<file path="src/fsp_pkg.sv">
package fsp_pkg;

    // Clock and flash bus cycle timing (least times, rounded up)
    localparam int CLOCK_MHZ    = 10;
    localparam int T_SETUP_NS   = 100;
    localparam int T_PULSE_NS   = 150;
    localparam int T_RECOVER_NS = 100;
    localparam int SETUP_CYC    = (T_SETUP_NS * CLOCK_MHZ + 999) / 1000;
    localparam int PULSE_CYC    = (T_PULSE_NS * CLOCK_MHZ + 999) / 1000;
    localparam int RECOVER_CYC  = (T_RECOVER_NS * CLOCK_MHZ + 999) / 1000;

    // Flash bus widths
    localparam int FLASH_AW = 21;
    localparam int FLASH_DW = 16;

    // Own register offsets on the AXI4-Lite side
    localparam logic [7:0] REG_CTRL  = 8'h00;
    localparam logic [7:0] REG_ADDR  = 8'h04;
    localparam logic [7:0] REG_WDATA = 8'h08;
    localparam logic [7:0] REG_STAT  = 8'h0c;
    localparam logic [7:0] REG_SR    = 8'h10;
    localparam logic [7:0] REG_XSR   = 8'h14;
    localparam logic [7:0] REG_PCR   = 8'h18;

    // Control and status field positions
    localparam int CTRL_START_BIT = 0;
    localparam int CTRL_CLEAR_BIT = 1;
    localparam int CTRL_OP_LSB    = 4;
    localparam int STAT_BUSY_BIT  = 0;
    localparam int STAT_DONE_BIT  = 1;
    localparam int STAT_ERR_BIT   = 2;

    // Flash status, extended status and partition layout fields
    localparam int              SR_READY_BIT   = 7;
    localparam logic [15:0]     SR_USE_MASK    = 16'h00fe;
    localparam int              XSR_AVAIL_BIT  = 7;
    localparam logic [15:0]     XSR_USE_MASK   = 16'h0080;
    localparam logic [15:0]     PCR_USE_MASK   = 16'h0700;
    localparam int              PCR_LSB        = 8;
    localparam int              PCR_COUNT_LSB  = 16;
    localparam int              PCR_DUAL_BIT   = 19;

    // AXI responses
    localparam logic [1:0] AXI_OKAY   = 2'b00;
    localparam logic [1:0] AXI_SLVERR = 2'b10;

    typedef enum logic [1:0] {
        OP_STATUS = 2'b00,
        OP_BUFCHK = 2'b01,
        OP_PCR    = 2'b10,
        OP_RAW    = 2'b11
    } fsp_op_t;

    typedef enum logic [1:0] {
        SQ_IDLE = 2'b00,
        SQ_CMD  = 2'b01,
        SQ_READ = 2'b10
    } fsp_seq_t;

    typedef enum logic [1:0] {
        PH_IDLE    = 2'b00,
        PH_SETUP   = 2'b01,
        PH_PULSE   = 2'b10,
        PH_RECOVER = 2'b11
    } fsp_phase_t;

    // Flash pin bundle, all active-low strobes
    typedef struct packed {
        logic [FLASH_AW-1:0] addr;
        logic [FLASH_DW-1:0] dq_out;
        logic                dq_oe;
        logic                ce_n;
        logic                oe_n;
        logic                we_n;
    } fsp_pins_t;

    // One flash bus cycle request
    typedef struct packed {
        logic                go;
        logic                write;
        logic [FLASH_AW-1:0] addr;
        logic [FLASH_DW-1:0] data;
    } fsp_req_t;

    // Partitions formed by a layout code
    function automatic logic [2:0] fsp_part_count(input logic [2:0] code);
        case (code)
            3'h0:                fsp_part_count = 3'h1;
            3'h1, 3'h2, 3'h4:    fsp_part_count = 3'h2;
            3'h3, 3'h6, 3'h5:    fsp_part_count = 3'h3;
            default:             fsp_part_count = 3'h4;
        endcase
    endfunction : fsp_part_count

endpackage : fsp_pkg

</file>
<file path="src/fsp_bus_cycle.sv">
`timescale 1ns/1ps
module fsp_bus_cycle
    import fsp_pkg::*;
(
    // Clock and reset
    input  wire logic                i_clock,
    input  wire logic                i_rst_n,
    // Cycle request and answer
    input  wire fsp_req_t            i_req,
    output logic                     o_done,
    output logic [FLASH_DW-1:0]      o_rdata,
    // Flash pins
    input  wire logic [FLASH_DW-1:0] i_dq,
    output fsp_pins_t                o_pins
);

    if (SETUP_CYC > 255 || PULSE_CYC > 255 || RECOVER_CYC > 255)
        $error("bus cycle timing does not fit the phase counter");

    typedef struct packed {
        fsp_phase_t          phase;
        logic [7:0]          cnt;
        logic                write;
        fsp_pins_t           pins;
        logic [FLASH_DW-1:0] rdata;
        logic                done;
    } fsp_cyc_state_t;

    fsp_cyc_state_t s;
    fsp_cyc_state_t next_s;

    // Setup, strobe and recovery phases of one asynchronous cycle
    always_comb begin
        next_s = s;
        next_s.done = 1'b0;
        unique case (s.phase)
            PH_IDLE: begin
                if (i_req.go) begin
                    next_s.phase       = PH_SETUP;
                    next_s.cnt         = 8'(SETUP_CYC - 1);
                    next_s.write       = i_req.write;
                    next_s.pins.addr   = i_req.addr;
                    next_s.pins.dq_out = i_req.data;
                    next_s.pins.ce_n   = 1'b0;
                    next_s.pins.dq_oe  = i_req.write;
                end
            end
            PH_SETUP: begin
                if (s.cnt == 8'h00) begin
                    next_s.phase     = PH_PULSE;
                    next_s.cnt       = 8'(PULSE_CYC - 1);
                    next_s.pins.we_n = !s.write;
                    next_s.pins.oe_n = s.write;
                end else begin
                    next_s.cnt = s.cnt - 8'h01;
                end
            end
            PH_PULSE: begin
                if (s.cnt == 8'h00) begin
                    // Sample read data while output enable is still low
                    if (!s.write)
                        next_s.rdata = i_dq;
                    next_s.phase     = PH_RECOVER;
                    next_s.cnt       = 8'(RECOVER_CYC - 1);
                    next_s.pins.we_n = 1'b1;
                    next_s.pins.oe_n = 1'b1;
                end else begin
                    next_s.cnt = s.cnt - 8'h01;
                end
            end
            PH_RECOVER: begin
                // Data held past the rising strobe, then chip released
                next_s.pins.dq_oe = 1'b0;
                next_s.pins.ce_n  = 1'b1;
                if (s.cnt == 8'h00) begin
                    next_s.phase = PH_IDLE;
                    next_s.done  = 1'b1;
                end else begin
                    next_s.cnt = s.cnt - 8'h01;
                end
            end
        endcase
    end

    always_ff @(posedge i_clock or negedge i_rst_n) begin
        if (!i_rst_n) begin
            s <= '{phase: PH_IDLE, cnt: 8'h00, write: 1'b0,
                   pins: '{addr: '0, dq_out: '0, dq_oe: 1'b0,
                           ce_n: 1'b1, oe_n: 1'b1, we_n: 1'b1},
                   rdata: '0, done: 1'b0};
        end else begin
            s <= next_s;
        end
    end

    assign o_done  = s.done;
    assign o_rdata = s.rdata;
    assign o_pins  = s.pins;

    // Write strobe lasts the full pulse with output enable held high
    property p_strobe_len;
        @(posedge i_clock) disable iff (!i_rst_n)
        $fell(s.pins.we_n) |-> (!s.pins.we_n && s.pins.oe_n)[*2]
            ##1 s.pins.we_n;
    endproperty
    a_strobe_len: assert property (p_strobe_len)
        else $error("write strobe length wrong");

endmodule : fsp_bus_cycle

</file>
<file path="src/fsp_host.sv">
// Function
// - Host ignores status bits 6 to 0 until ready bit reads 1.
// - Host masks status bits 15 to 8 and bit 0 when polling.
// - Host checks buffer-available bit and reissues the command if 0, up to RETRY_MAX times.
// - Host detects completion by polling the ready bit.
// - Identifier data is read within the partition chosen by the command.
`timescale 1ns/1ps
module fsp_host
    import fsp_pkg::*;
#(
    parameter logic [15:0]         CMD_READ_STATUS = 16'h0070,
    parameter logic [15:0]         CMD_READ_ID     = 16'h0090,
    parameter logic [15:0]         CMD_BUF_PROG    = 16'h00e8,
    parameter logic [FLASH_AW-1:0] PCR_ID_OFFSET   = 21'h000006,
    parameter int                  RETRY_MAX       = 16
) (
    // Clock and reset
    input  wire logic                i_clock,
    input  wire logic                i_rst_n,
    // AXI4-Lite write channels
    input  wire logic [7:0]          i_awaddr,
    input  wire logic                i_awvalid,
    output logic                     o_awready,
    input  wire logic [31:0]         i_wdata,
    input  wire logic [3:0]          i_wstrb,
    input  wire logic                i_wvalid,
    output logic                     o_wready,
    output logic [1:0]               o_bresp,
    output logic                     o_bvalid,
    input  wire logic                i_bready,
    // AXI4-Lite read channels
    input  wire logic [7:0]          i_araddr,
    input  wire logic                i_arvalid,
    output logic                     o_arready,
    output logic [31:0]              o_rdata,
    output logic [1:0]               o_rresp,
    output logic                     o_rvalid,
    input  wire logic                i_rready,
    // Flash pins
    input  wire logic [FLASH_DW-1:0] i_dq,
    output fsp_pins_t                o_pins
);

    if (RETRY_MAX < 1 || RETRY_MAX > 255)
        $error("RETRY_MAX must lie in 1..255");

    typedef struct packed {
        logic                awready;
        logic                wready;
        logic                aw_ok;
        logic                w_ok;
        logic [7:0]          waddr;
        logic [31:0]         wbuf;
        logic [3:0]          wstrb;
        logic                bvalid;
        logic [1:0]          bresp;
        logic                arready;
        logic                rvalid;
        logic [1:0]          rresp;
        logic [31:0]         rdata;
        fsp_seq_t            seq;
        fsp_op_t             op;
        logic                busy;
        logic                done;
        logic                err;
        logic [7:0]          retries;
        logic [FLASH_AW-1:0] addr;
        logic [FLASH_DW-1:0] wdata;
        logic [FLASH_DW-1:0] sr;
        logic [FLASH_DW-1:0] extended_status_word;
        logic [FLASH_DW-1:0] partition_layout_config;
        fsp_req_t            req;
    } fsp_host_state_t;

    fsp_host_state_t     s;
    fsp_host_state_t     next_s;
    logic                cyc_done;
    logic [FLASH_DW-1:0] cyc_rdata;
    logic [2:0]          layout;

    // Merge a write into a register by byte lanes
    function automatic logic [31:0] lane_merge(input logic [31:0] old,
                                               input logic [31:0] nw,
                                               input logic [3:0]  strb);
        for (int i = 0; i < 4; i++) begin
            if (strb[i])
                old[8*i +: 8] = nw[8*i +: 8];
        end
        return old;
    endfunction : lane_merge

    assign layout = s.partition_layout_config[PCR_LSB +: 3];

    // Bus slave, register writes and the flash command sequencer
    always_comb begin
        logic [31:0] merged;
        logic        start;
        merged = 32'h0000_0000;
        start  = 1'b0;
        next_s = s;
        next_s.req.go = 1'b0;
        if (i_awvalid && s.awready) begin
            next_s.aw_ok = 1'b1;
            next_s.waddr = i_awaddr;
        end
        if (i_wvalid && s.wready) begin
            next_s.w_ok  = 1'b1;
            next_s.wbuf  = i_wdata;
            next_s.wstrb = i_wstrb;
        end
        if (s.bvalid && i_bready)
            next_s.bvalid = 1'b0;
        // Commit once both address and data are held
        if (s.aw_ok && s.w_ok && !s.bvalid) begin
            next_s.aw_ok  = 1'b0;
            next_s.w_ok   = 1'b0;
            next_s.bvalid = 1'b1;
            next_s.bresp  = AXI_OKAY;
            unique case (s.waddr)
                REG_CTRL: begin
                    if (s.wstrb[0]) begin
                        if (s.wbuf[CTRL_CLEAR_BIT]) begin
                            next_s.done = 1'b0;
                            next_s.err  = 1'b0;
                        end
                        // A start while busy is dropped
                        start = s.wbuf[CTRL_START_BIT] && !s.busy;
                    end
                end
                REG_ADDR: begin
                    merged = lane_merge(32'(s.addr), s.wbuf, s.wstrb);
                    next_s.addr = merged[FLASH_AW-1:0];
                end
                REG_WDATA: begin
                    merged = lane_merge(32'(s.wdata), s.wbuf, s.wstrb);
                    next_s.wdata = merged[FLASH_DW-1:0];
                end
                REG_STAT, REG_SR, REG_XSR, REG_PCR: ;
                default: next_s.bresp = AXI_SLVERR;
            endcase
        end
        next_s.awready = !next_s.aw_ok && !next_s.bvalid;
        next_s.wready  = !next_s.w_ok && !next_s.bvalid;

        // Read channel answers one cycle after the address is taken
        if (s.rvalid && i_rready)
            next_s.rvalid = 1'b0;
        if (i_arvalid && s.arready) begin
            next_s.rvalid = 1'b1;
            next_s.rresp  = AXI_OKAY;
            unique case (i_araddr)
                REG_CTRL:  next_s.rdata = 32'(s.op) << CTRL_OP_LSB;
                REG_ADDR:  next_s.rdata = 32'(s.addr);
                REG_WDATA: next_s.rdata = 32'(s.wdata);
                REG_STAT:  next_s.rdata = 32'({s.err, s.done, s.busy});
                REG_SR:    next_s.rdata = 32'(s.sr);
                REG_XSR:   next_s.rdata = 32'(s.extended_status_word);
                REG_PCR: begin
                    next_s.rdata = 32'(s.partition_layout_config);
                    next_s.rdata[PCR_COUNT_LSB +: 3] =
                        fsp_part_count(layout);
                    next_s.rdata[PCR_DUAL_BIT] = (layout != 3'h0);
                end
                default: begin
                    next_s.rdata = 32'h0000_0000;
                    next_s.rresp = AXI_SLVERR;
                end
            endcase
        end
        next_s.arready = !next_s.rvalid;

        // Flash sequencer: command cycle, then one or more read cycles (none for OP_RAW)
        unique case (s.seq)
            SQ_IDLE: begin
                if (start) begin
                    next_s.op      = fsp_op_t'(s.wbuf[CTRL_OP_LSB +: 2]);
                    next_s.busy    = 1'b1;
                    next_s.done    = 1'b0;
                    next_s.err     = 1'b0;
                    next_s.retries = 8'h00;
                    next_s.seq     = SQ_CMD;
                    next_s.req.go    = 1'b1;
                    next_s.req.write = 1'b1;
                    next_s.req.addr  = s.addr;
                    unique case (fsp_op_t'(s.wbuf[CTRL_OP_LSB +: 2]))
                        OP_STATUS: next_s.req.data = CMD_READ_STATUS;
                        OP_BUFCHK: next_s.req.data = CMD_BUF_PROG;
                        OP_PCR:    next_s.req.data = CMD_READ_ID;
                        OP_RAW:    next_s.req.data = s.wdata;
                    endcase
                end
            end
            SQ_CMD: begin
                if (cyc_done) begin
                    if (s.op == OP_RAW) begin
                        next_s.seq  = SQ_IDLE;
                        next_s.busy = 1'b0;
                        next_s.done = 1'b1;
                    end else begin
                        next_s.seq       = SQ_READ;
                        next_s.req.go    = 1'b1;
                        next_s.req.write = 1'b0;
                        // Stay inside the partition the command chose
                        next_s.req.addr  = (s.op == OP_PCR) ?
                            s.addr + PCR_ID_OFFSET : s.addr;
                    end
                end
            end
            SQ_READ: begin
                if (cyc_done) begin
                    unique case (s.op)
                        OP_STATUS: begin
                            if (!cyc_rdata[SR_READY_BIT]) begin
                                // Low bits are not valid yet: poll again
                                next_s.req.go = 1'b1;
                            end else begin
                                next_s.sr   = cyc_rdata & SR_USE_MASK;
                                next_s.seq  = SQ_IDLE;
                                next_s.busy = 1'b0;
                                next_s.done = 1'b1;
                            end
                        end
                        OP_BUFCHK: begin
                            next_s.extended_status_word = cyc_rdata & XSR_USE_MASK;
                            if (!cyc_rdata[XSR_AVAIL_BIT] &&
                                s.retries < 8'(RETRY_MAX)) begin
                                // Rejected: reissue the buffer command
                                next_s.retries   = s.retries + 8'h01;
                                next_s.seq       = SQ_CMD;
                                next_s.req.go    = 1'b1;
                                next_s.req.write = 1'b1;
                                next_s.req.addr  = s.addr;
                            end else begin
                                next_s.err  = !cyc_rdata[XSR_AVAIL_BIT];
                                next_s.seq  = SQ_IDLE;
                                next_s.busy = 1'b0;
                                next_s.done = 1'b1;
                            end
                        end
                        default: begin
                            next_s.partition_layout_config  = cyc_rdata & PCR_USE_MASK;
                            next_s.seq  = SQ_IDLE;
                            next_s.busy = 1'b0;
                            next_s.done = 1'b1;
                        end
                    endcase
                end
            end
            default: begin
                next_s.seq  = SQ_IDLE;
                next_s.busy = 1'b0;
            end
        endcase
    end

    always_ff @(posedge i_clock or negedge i_rst_n) begin
        if (!i_rst_n) begin
            s <= '0;
            s.awready <= 1'b1;
            s.wready  <= 1'b1;
            s.arready <= 1'b1;
        end else begin
            s <= next_s;
        end
    end

    // One asynchronous flash bus cycle at a time
    fsp_bus_cycle u_cycle (
        .i_clock (i_clock),
        .i_rst_n (i_rst_n),
        .i_req   (s.req),
        .o_done  (cyc_done),
        .o_rdata (cyc_rdata),
        .i_dq    (i_dq),
        .o_pins  (o_pins)
    );

    assign o_awready = s.awready;
    assign o_wready  = s.wready;
    assign o_bresp   = s.bresp;
    assign o_bvalid  = s.bvalid;
    assign o_arready = s.arready;
    assign o_rdata   = s.rdata;
    assign o_rresp   = s.rresp;
    assign o_rvalid  = s.rvalid;

    property p_poll_busy;
        @(posedge i_clock) disable iff (!i_rst_n)
        (s.seq == SQ_READ && s.op == OP_STATUS && cyc_done &&
         !cyc_rdata[SR_READY_BIT])
            |=> s.seq == SQ_READ && s.busy && s.req.go && $stable(s.sr);
    endproperty
    a_poll_busy: assert property (p_poll_busy)
        else $error("status taken while engine busy");

    property p_poll_ready;
        @(posedge i_clock) disable iff (!i_rst_n)
        (s.seq == SQ_READ && s.op == OP_STATUS && cyc_done &&
         cyc_rdata[SR_READY_BIT]) |=> !s.busy && s.done;
    endproperty
    a_poll_ready: assert property (p_poll_ready)
        else $error("ready status did not end the poll");

    property p_sr_masked;
        @(posedge i_clock) disable iff (!i_rst_n)
        $changed(s.sr) |-> (s.sr & ~SR_USE_MASK) == 16'h0000 &&
            s.sr == ($past(cyc_rdata) & SR_USE_MASK);
    endproperty
    a_sr_masked: assert property (p_sr_masked)
        else $error("reserved status bits kept");

    property p_retry;
        @(posedge i_clock) disable iff (!i_rst_n)
        (s.seq == SQ_READ && s.op == OP_BUFCHK && cyc_done &&
         !cyc_rdata[XSR_AVAIL_BIT] && s.retries < 8'(RETRY_MAX))
            |=> s.seq == SQ_CMD && s.req.go && s.req.write &&
                s.req.data == CMD_BUF_PROG ##[1:40] o_pins.we_n == 1'b0;
    endproperty
    a_retry: assert property (p_retry)
        else $error("rejected buffer command not reissued");

    property p_id_partition;
        @(posedge i_clock) disable iff (!i_rst_n)
        (s.seq == SQ_CMD && s.op == OP_PCR && cyc_done)
            |=> s.req.go && !s.req.write &&
                s.req.addr == s.addr + PCR_ID_OFFSET;
    endproperty
    a_id_partition: assert property (p_id_partition)
        else $error("identifier read left the partition");

    property p_write_answer;
        @(posedge i_clock) disable iff (!i_rst_n)
        (s.aw_ok && s.w_ok && !s.bvalid) |=> s.bvalid ##0 !s.awready;
    endproperty
    a_write_answer: assert property (p_write_answer)
        else $error("write response missing");

endmodule : fsp_host

</file>
<file path="config.mk">
export PLATFORM = sky130hd
export DESIGN_NAME = fsp_host
export DESIGN_NICKNAME = d
export VERILOG_FILES = /design/src/fsp_pkg.sv /design/src/fsp_bus_cycle.sv /design/src/fsp_host.sv
export SDC_FILE = /design/constraint.sdc
export NUM_CORES = 1
export LEC_CHECK = 0
export BUFFER_PORTS_ARGS = -buffer_cell sky130_fd_sc_hd__clkbuf_2
export CAP_MARGIN = 10
export CORE_AREA = 2 2 165 151
export DETAILED_ROUTE_END_ITERATION = 8
export DIE_AREA = 0 0 167 153
export GPL_ROUTABILITY_DRIVEN = 0
export PLACE_DENSITY = 0.73
export SYNTH_ARGS = -nofsm -noshare
export SYNTH_HDL_FRONTEND = slang
export SYNTH_SLANG_ARGS = --single-unit
export TNS_END_PERCENT = 30
</file>
<file path="constraint.sdc">
create_clock -name i_clock -period 3.7 [get_ports i_clock]
set_clock_uncertainty 0.2 [all_clocks]
set_input_delay 0.555 -clock i_clock [delete_from_list [all_inputs] [get_ports i_clock]]
set_output_delay 0.555 -clock i_clock [all_outputs]
set_load 0.01 [all_outputs]
</file>
# ---- After elaboration in Yosys (flattened, before gate mapping)
# Index checks and enable logic that the tools add are counted.
dict set report totals {
  out_inout_bits 82
  elab_cells 210
  regBits 246
  in_bits 75
}
dict set report op_classes {
  n_eq_ne 43
  muxes 63
  order_cmp 1
  n_addsub 3
  bitwise 2
  n_reduce_logical 56
}
# cell n
set ops {}
lappend ops {{one-hot mux 21 bit (7 select lines)} 1}
lappend ops {{two-way mux 23 bit} 4}
lappend ops {{one-hot mux 23 bit (3 select lines)} 1}
lappend ops {{one-hot mux 16 bit (4 select lines)} 1}
lappend ops {{two-way mux 50 bit} 1}
lappend ops {{== test 8 x 5 -> 1 bit, second input constant} 6}
lappend ops {{one-hot mux 10 bit (4 select lines)} 1}
lappend ops {{two-way mux 39 bit} 1}
lappend ops {{two-way mux 2 bit} 18}
lappend ops {{two-way mux 35 bit} 1}
lappend ops {{== test 8 x 4 -> 1 bit, second input constant} 4}
lappend ops {{two-way mux 8 bit} 4}
lappend ops {{AND reduction 3 bit} 9}
lappend ops {{zero test 8 bit} 3}
lappend ops {{two-way mux 22 bit} 1}
lappend ops {{adder 21 x 3 -> 21 bit, second input constant} 1}
lappend ops {{two-way mux 21 bit} 1}
lappend ops {{two-way mux 18 bit} 1}
lappend ops {{one-hot mux 9 bit (2 select lines)} 1}
lappend ops {{== test 8 x 3 -> 1 bit, second input constant} 2}
lappend ops {{two-way mux 16 bit} 1}
lappend ops {{one-hot mux 2 bit (2 select lines)} 4}
lappend ops {{two-way mux 15 bit} 1}
lappend ops {{== test 2 bit, second input constant} 7}
lappend ops {{other kinds (34)} 93}

# ---- Logic depth before layout (Yosys ltp)
dict set report logic_depth {
  ltp_word 8
  depth_mapped 8
  mapped_depth_nobuf 7
}

# ---- Cells and area by module
# Synthesis repeated with hierarchy kept, for this count alone.
dict set report hier_totals {
  cells_unflattened 969
  hier_area_um2 11198.2
}
# mod n_inst seq_area_each_um2 area_per_inst_um2 cells_each
set by_module_without_submodules {}
lappend by_module_without_submodules {fsp_host 1 4107.7 7861.3 710}
lappend by_module_without_submodules {fsp_bus_cycle 1 1730.4 3337.0 259}

# ---- Worst setup path after synthesis
# No wires, ideal clock.
dict set report synth_path {
  path_kind {register to register}
  from {register u_cycle.s[59] (netlist name)}
  to {register u_cycle.s (netlist bit u_cycle.o_rdata[10])}
  n_path_buf 2
  path_slack_ns 1.070
  stages_incl_launch_ff 9
  period_less_slack_ns 2.630
  arrival_ns 2.305
  required_time_ns 3.375
  setup_time_ns 0.125
  path_cell_list {dfrtp_1 -> inv_1 -> ha_1 -> or4b_2 -> buf_2 -> nor3_4 -> and3b_1 -> buf_4 -> mux2_2}
}
dict set report synth_between {
  elab_chain_cells 2
}
# item line
set synth_rtl {}
lappend synth_rtl {{start, declared} fsp_bus_cycle.sv:29} ;# fsp_cyc_state_t s;
lappend synth_rtl {{start signal, assigned} fsp_bus_cycle.sv:87} ;# s <= '{phase: PH_IDLE, cnt: 8'h00, write: 1'b0,
lappend synth_rtl {{start signal, assigned} fsp_bus_cycle.sv:92} ;# s <= next_s;
lappend synth_rtl {{zero test 8 bit} fsp_bus_cycle.sv:59} ;# if (s.cnt == 8'h00) begin
lappend synth_rtl {{AND reduction 3 bit (no line)} --}
# No other way between the ends.
# A chain may end at the register's enable or synchronous reset.

# ---- Final worst setup path
dict set report layout_path {
  from {register u_cycle.s[59] (netlist name)}
  to {register u_cycle.s (netlist bit u_cycle.o_rdata[5])}
}
# The elaborated chain is that of the path after synthesis.

==> impl_metrics.json <==
{
  "outcome": "finished clean",
  "start_util": 0.4442,
  "cts_setup_buffers": 0,
  "place_ws_ns": 0.8160,
  "grt_max_degree": 84,
  "synth-edff-count": 0,
  "netlist_top_cells_count": "221 x dfrtp_1, 127 x mux2_2, 96 x nand2_1, 79 x buf_4, 67 x o21ai_0",
  "via_per_inst": 5.533,
  "ff2ff_path_depth": 7,
  "cts-buffers-inserted": 24,
  "path_buf_inv": 2,
  "worstPathRequired_ns": 3.89,
  "crit_cells": 7,
  "crit_slowest_cell": "or4b_2",
  "yosysTopAreaCell": "dfrtp_1",
  "syn_inst": 952,
  "dr_wl_met3_um": 1680,
  "n_antenna_cell": 0,
  "worstMarginPinSlew_ns": 0.6942,
  "pin_count": 157,
  "io_buffer_count": 125,
  "cap_violations": 0,
  "antenna_found_initial": 0,
  "finalCritPeriodShare": 0.7887,
  "cts_tree": "built",
  "drt_iter0_drc": 634,
  "m1WireLength_um": 10500,
  "avgSynthCellArea_um2": 11.13,
  "grt_overflow": 0,
  "reg2reg_slack_ns": 0.78,
  "synthDistinctLibCells": 65,
  "hpwl_um": 16980,
  "setup_tns_ns": 0,
  "syn_to_final_growth_pct": 11.43,
  "fp.dieW_um": 167,
  "power_leakage_uw": 0.005609,
  "drc": 0,
  "syn_area_mm2": 0.01060,
  "drt-pass1-iter-count": 8,
  "cpLargestDelayFamily": "simple AND/OR/NAND/NOR gates",
  "die_h_um": 153,
  "peakVddDrop_uv": 424.6,
  "path_cells": "inv_1 -> ha_1 -> or4b_2 -> nor3_4 -> and3b_1 -> buf_4 -> mux2_2",
  "setup.worst_path.class": "reg2reg",
  "fin_crit_ns": 2.918,
  "worstSetupEndpointType": "flop",
  "rsz0062_at_grt": "false",
  "htree_levels": 1,
  "yosys.cell_count.top_type": "dfrtp_1",
  "num_vias": 7354,
  "clk_path_buf_depth": 3,
  "dieArea_mm2": 0.02555,
  "rr_endpoint": "u_cycle.o_rdata[5]",
  "slew_headroom": 0.5330,
  "maxSlewViolCount": 0,
  "setup_ws_ns": 0.7817,
  "synth_top_area_frac": 0.5220,
  "yosys_warnings": 0,
  "grt_pass1_wl_um": 38090,
  "synth_seq_cells": 227,
  "wl_um": 23660,
  "slowest_delay_ns": 0.73,
  "wl_met2_um": 11020,
  "fmax_mhz": 342.7,
  "clock_sinks": 227,
  "rows": 54,
  "core_mm2": 0.02385,
  "endpoint": "u_cycle.o_rdata[5]",
  "drive_gt1_frac": 0.3124,
  "hold_path_class": "in2reg",
  "ant_nets": 0,
  "yosysSeqAreaShare": 0.5368,
  "grt_usage": 0.1828,
  "clk_pin_slew_ns": 0.06,
  "startpoint_type": "flop",
  "finalSetupViolCount": 0,
  "hold_viol": 0,
  "highest_layer": "met4",
  "ctsRootBufferMaster": "clkbuf_16",
  "path_max_fanout": 10,
  "wl_per_cell_um": 17.80,
  "grt_pass1_vias": 6973,
  "crit_path_start": "u_cycle.s[59]",
  "synthFlopType": "dfrtp_1",
  "async_flop_share": 1.000,
  "netlist_top_cells_area": "dfrtp_1 52%, mux2_2 13%, buf_4 5.6%",
  "worstSkewPairLatency_ns": 0.51,
  "r2r-start": "u_cycle.s[59]",
  "fin_nets": 1088,
  "crit_arrival_ns": 3.11,
  "pwr_density_cell_mw_per_mm2": 590.4
}
how the worst min path moves through the flow:
stage	start	endpoint	slack, ns	depth (start not counted)
after CTS	i_wdata[5]	s[187]	0.04	3
after global placement	s[223]	o_awready	0.22	1
after floorplan	i_rst_n	async pin	0.06	0
after detailed placement	s[223]	o_awready	0.23	1
after global routing	i_bready	o_bvalid	0.06	2
final	i_bready	o_bvalid	0.04	2
state kept, by name (all words and copies together), names as in the netlist, 3 cells and up, named ones only:
register         flops
layout               3
o_rdata             21
s                  132
u_cycle.o_pins      41
u_cycle.o_rdata     10
u_cycle.s           11
layout make-up:
type / instances / area, µm²
Multi-Input combinational cell: 594 / 4113
Tap cell: 308 / 385.4
Clock inverter: 6 / 83.83
Sequential cell: 227 / 5688
Timing Repair Buffer: 139 / 768.2
Fill cell: 2145 / 12040
Clock buffer: 35 / 693.2
Inverter: 20 / 75.07
layer usage:
layer / track usage / up-vias
met1: 0.2614 / 3633
met3: 0.04272 / 39
li1: - / 3417
met4: 0.03900 / 0
met5: 0 / -
met2: 0.2861 / 265
cells by family after synthesis:
| group | synth area share |
|---|---|
| buffers and inverters | 0.07971 |
| adder cells (fa/ha/maj) | 0.008266 |
| XOR/XNOR | 0.003307 |
| AND/OR/NAND/NOR | 0.1252 |
| AO/OA/AOI/OAI | 0.1057 |
| multiplexers | 0.1406 |
| flip-flops | 0.5368 |
| other | 0.0003539 |
power breakdown:
part           switching (µW)  internal [µW]  total (µW)
logic                     640            602        1240
registers                 431           2920        3350
clock network             947           1430        2380
layout by cell type, fill, tap and decap left out, types with 7 or more instances in the layout:
cell,n
dfrtp_1,221
conb_1,13
a31oi_1,19
nor2_1,48
nand3_1,25
ha_1,7
mux2_2,127
o21ai_0,67
clkbuf_1,7
nand2_1,96
clkbuf_2,124
nand2b_1,11
nor3_1,13
inv_1,20
a22oi_1,15
a21oi_1,27
o211ai_1,7
clkbuf_16,25
buf_4,11
per-stage QoR:
stage            util  hold slack (ns)  cell area [µm²]  total power [µW]  cells
2_1_floorplan       -          0.05941            10640              4205    964
3_3_place_gp   0.4620           0.2244            11020              4549   1287
3_5_place_dp   0.4620           0.2276            11020              4622   1287
4_1_cts        0.4950          0.03803            11810              7012   1329
5_1_grt        0.4950          0.05534            11810              7320   1329
6_report       0.4950          0.04379            11810              6970   1329
what timing repair did:
| action | CTS | global route |
|---|---|---|
| endpoints found under the hold margin | 79 | 0 |
| gates resized for setup | 0 | 0 |
| hold buffers | 1 | 0 |
(Power assumes the default switching activity.)
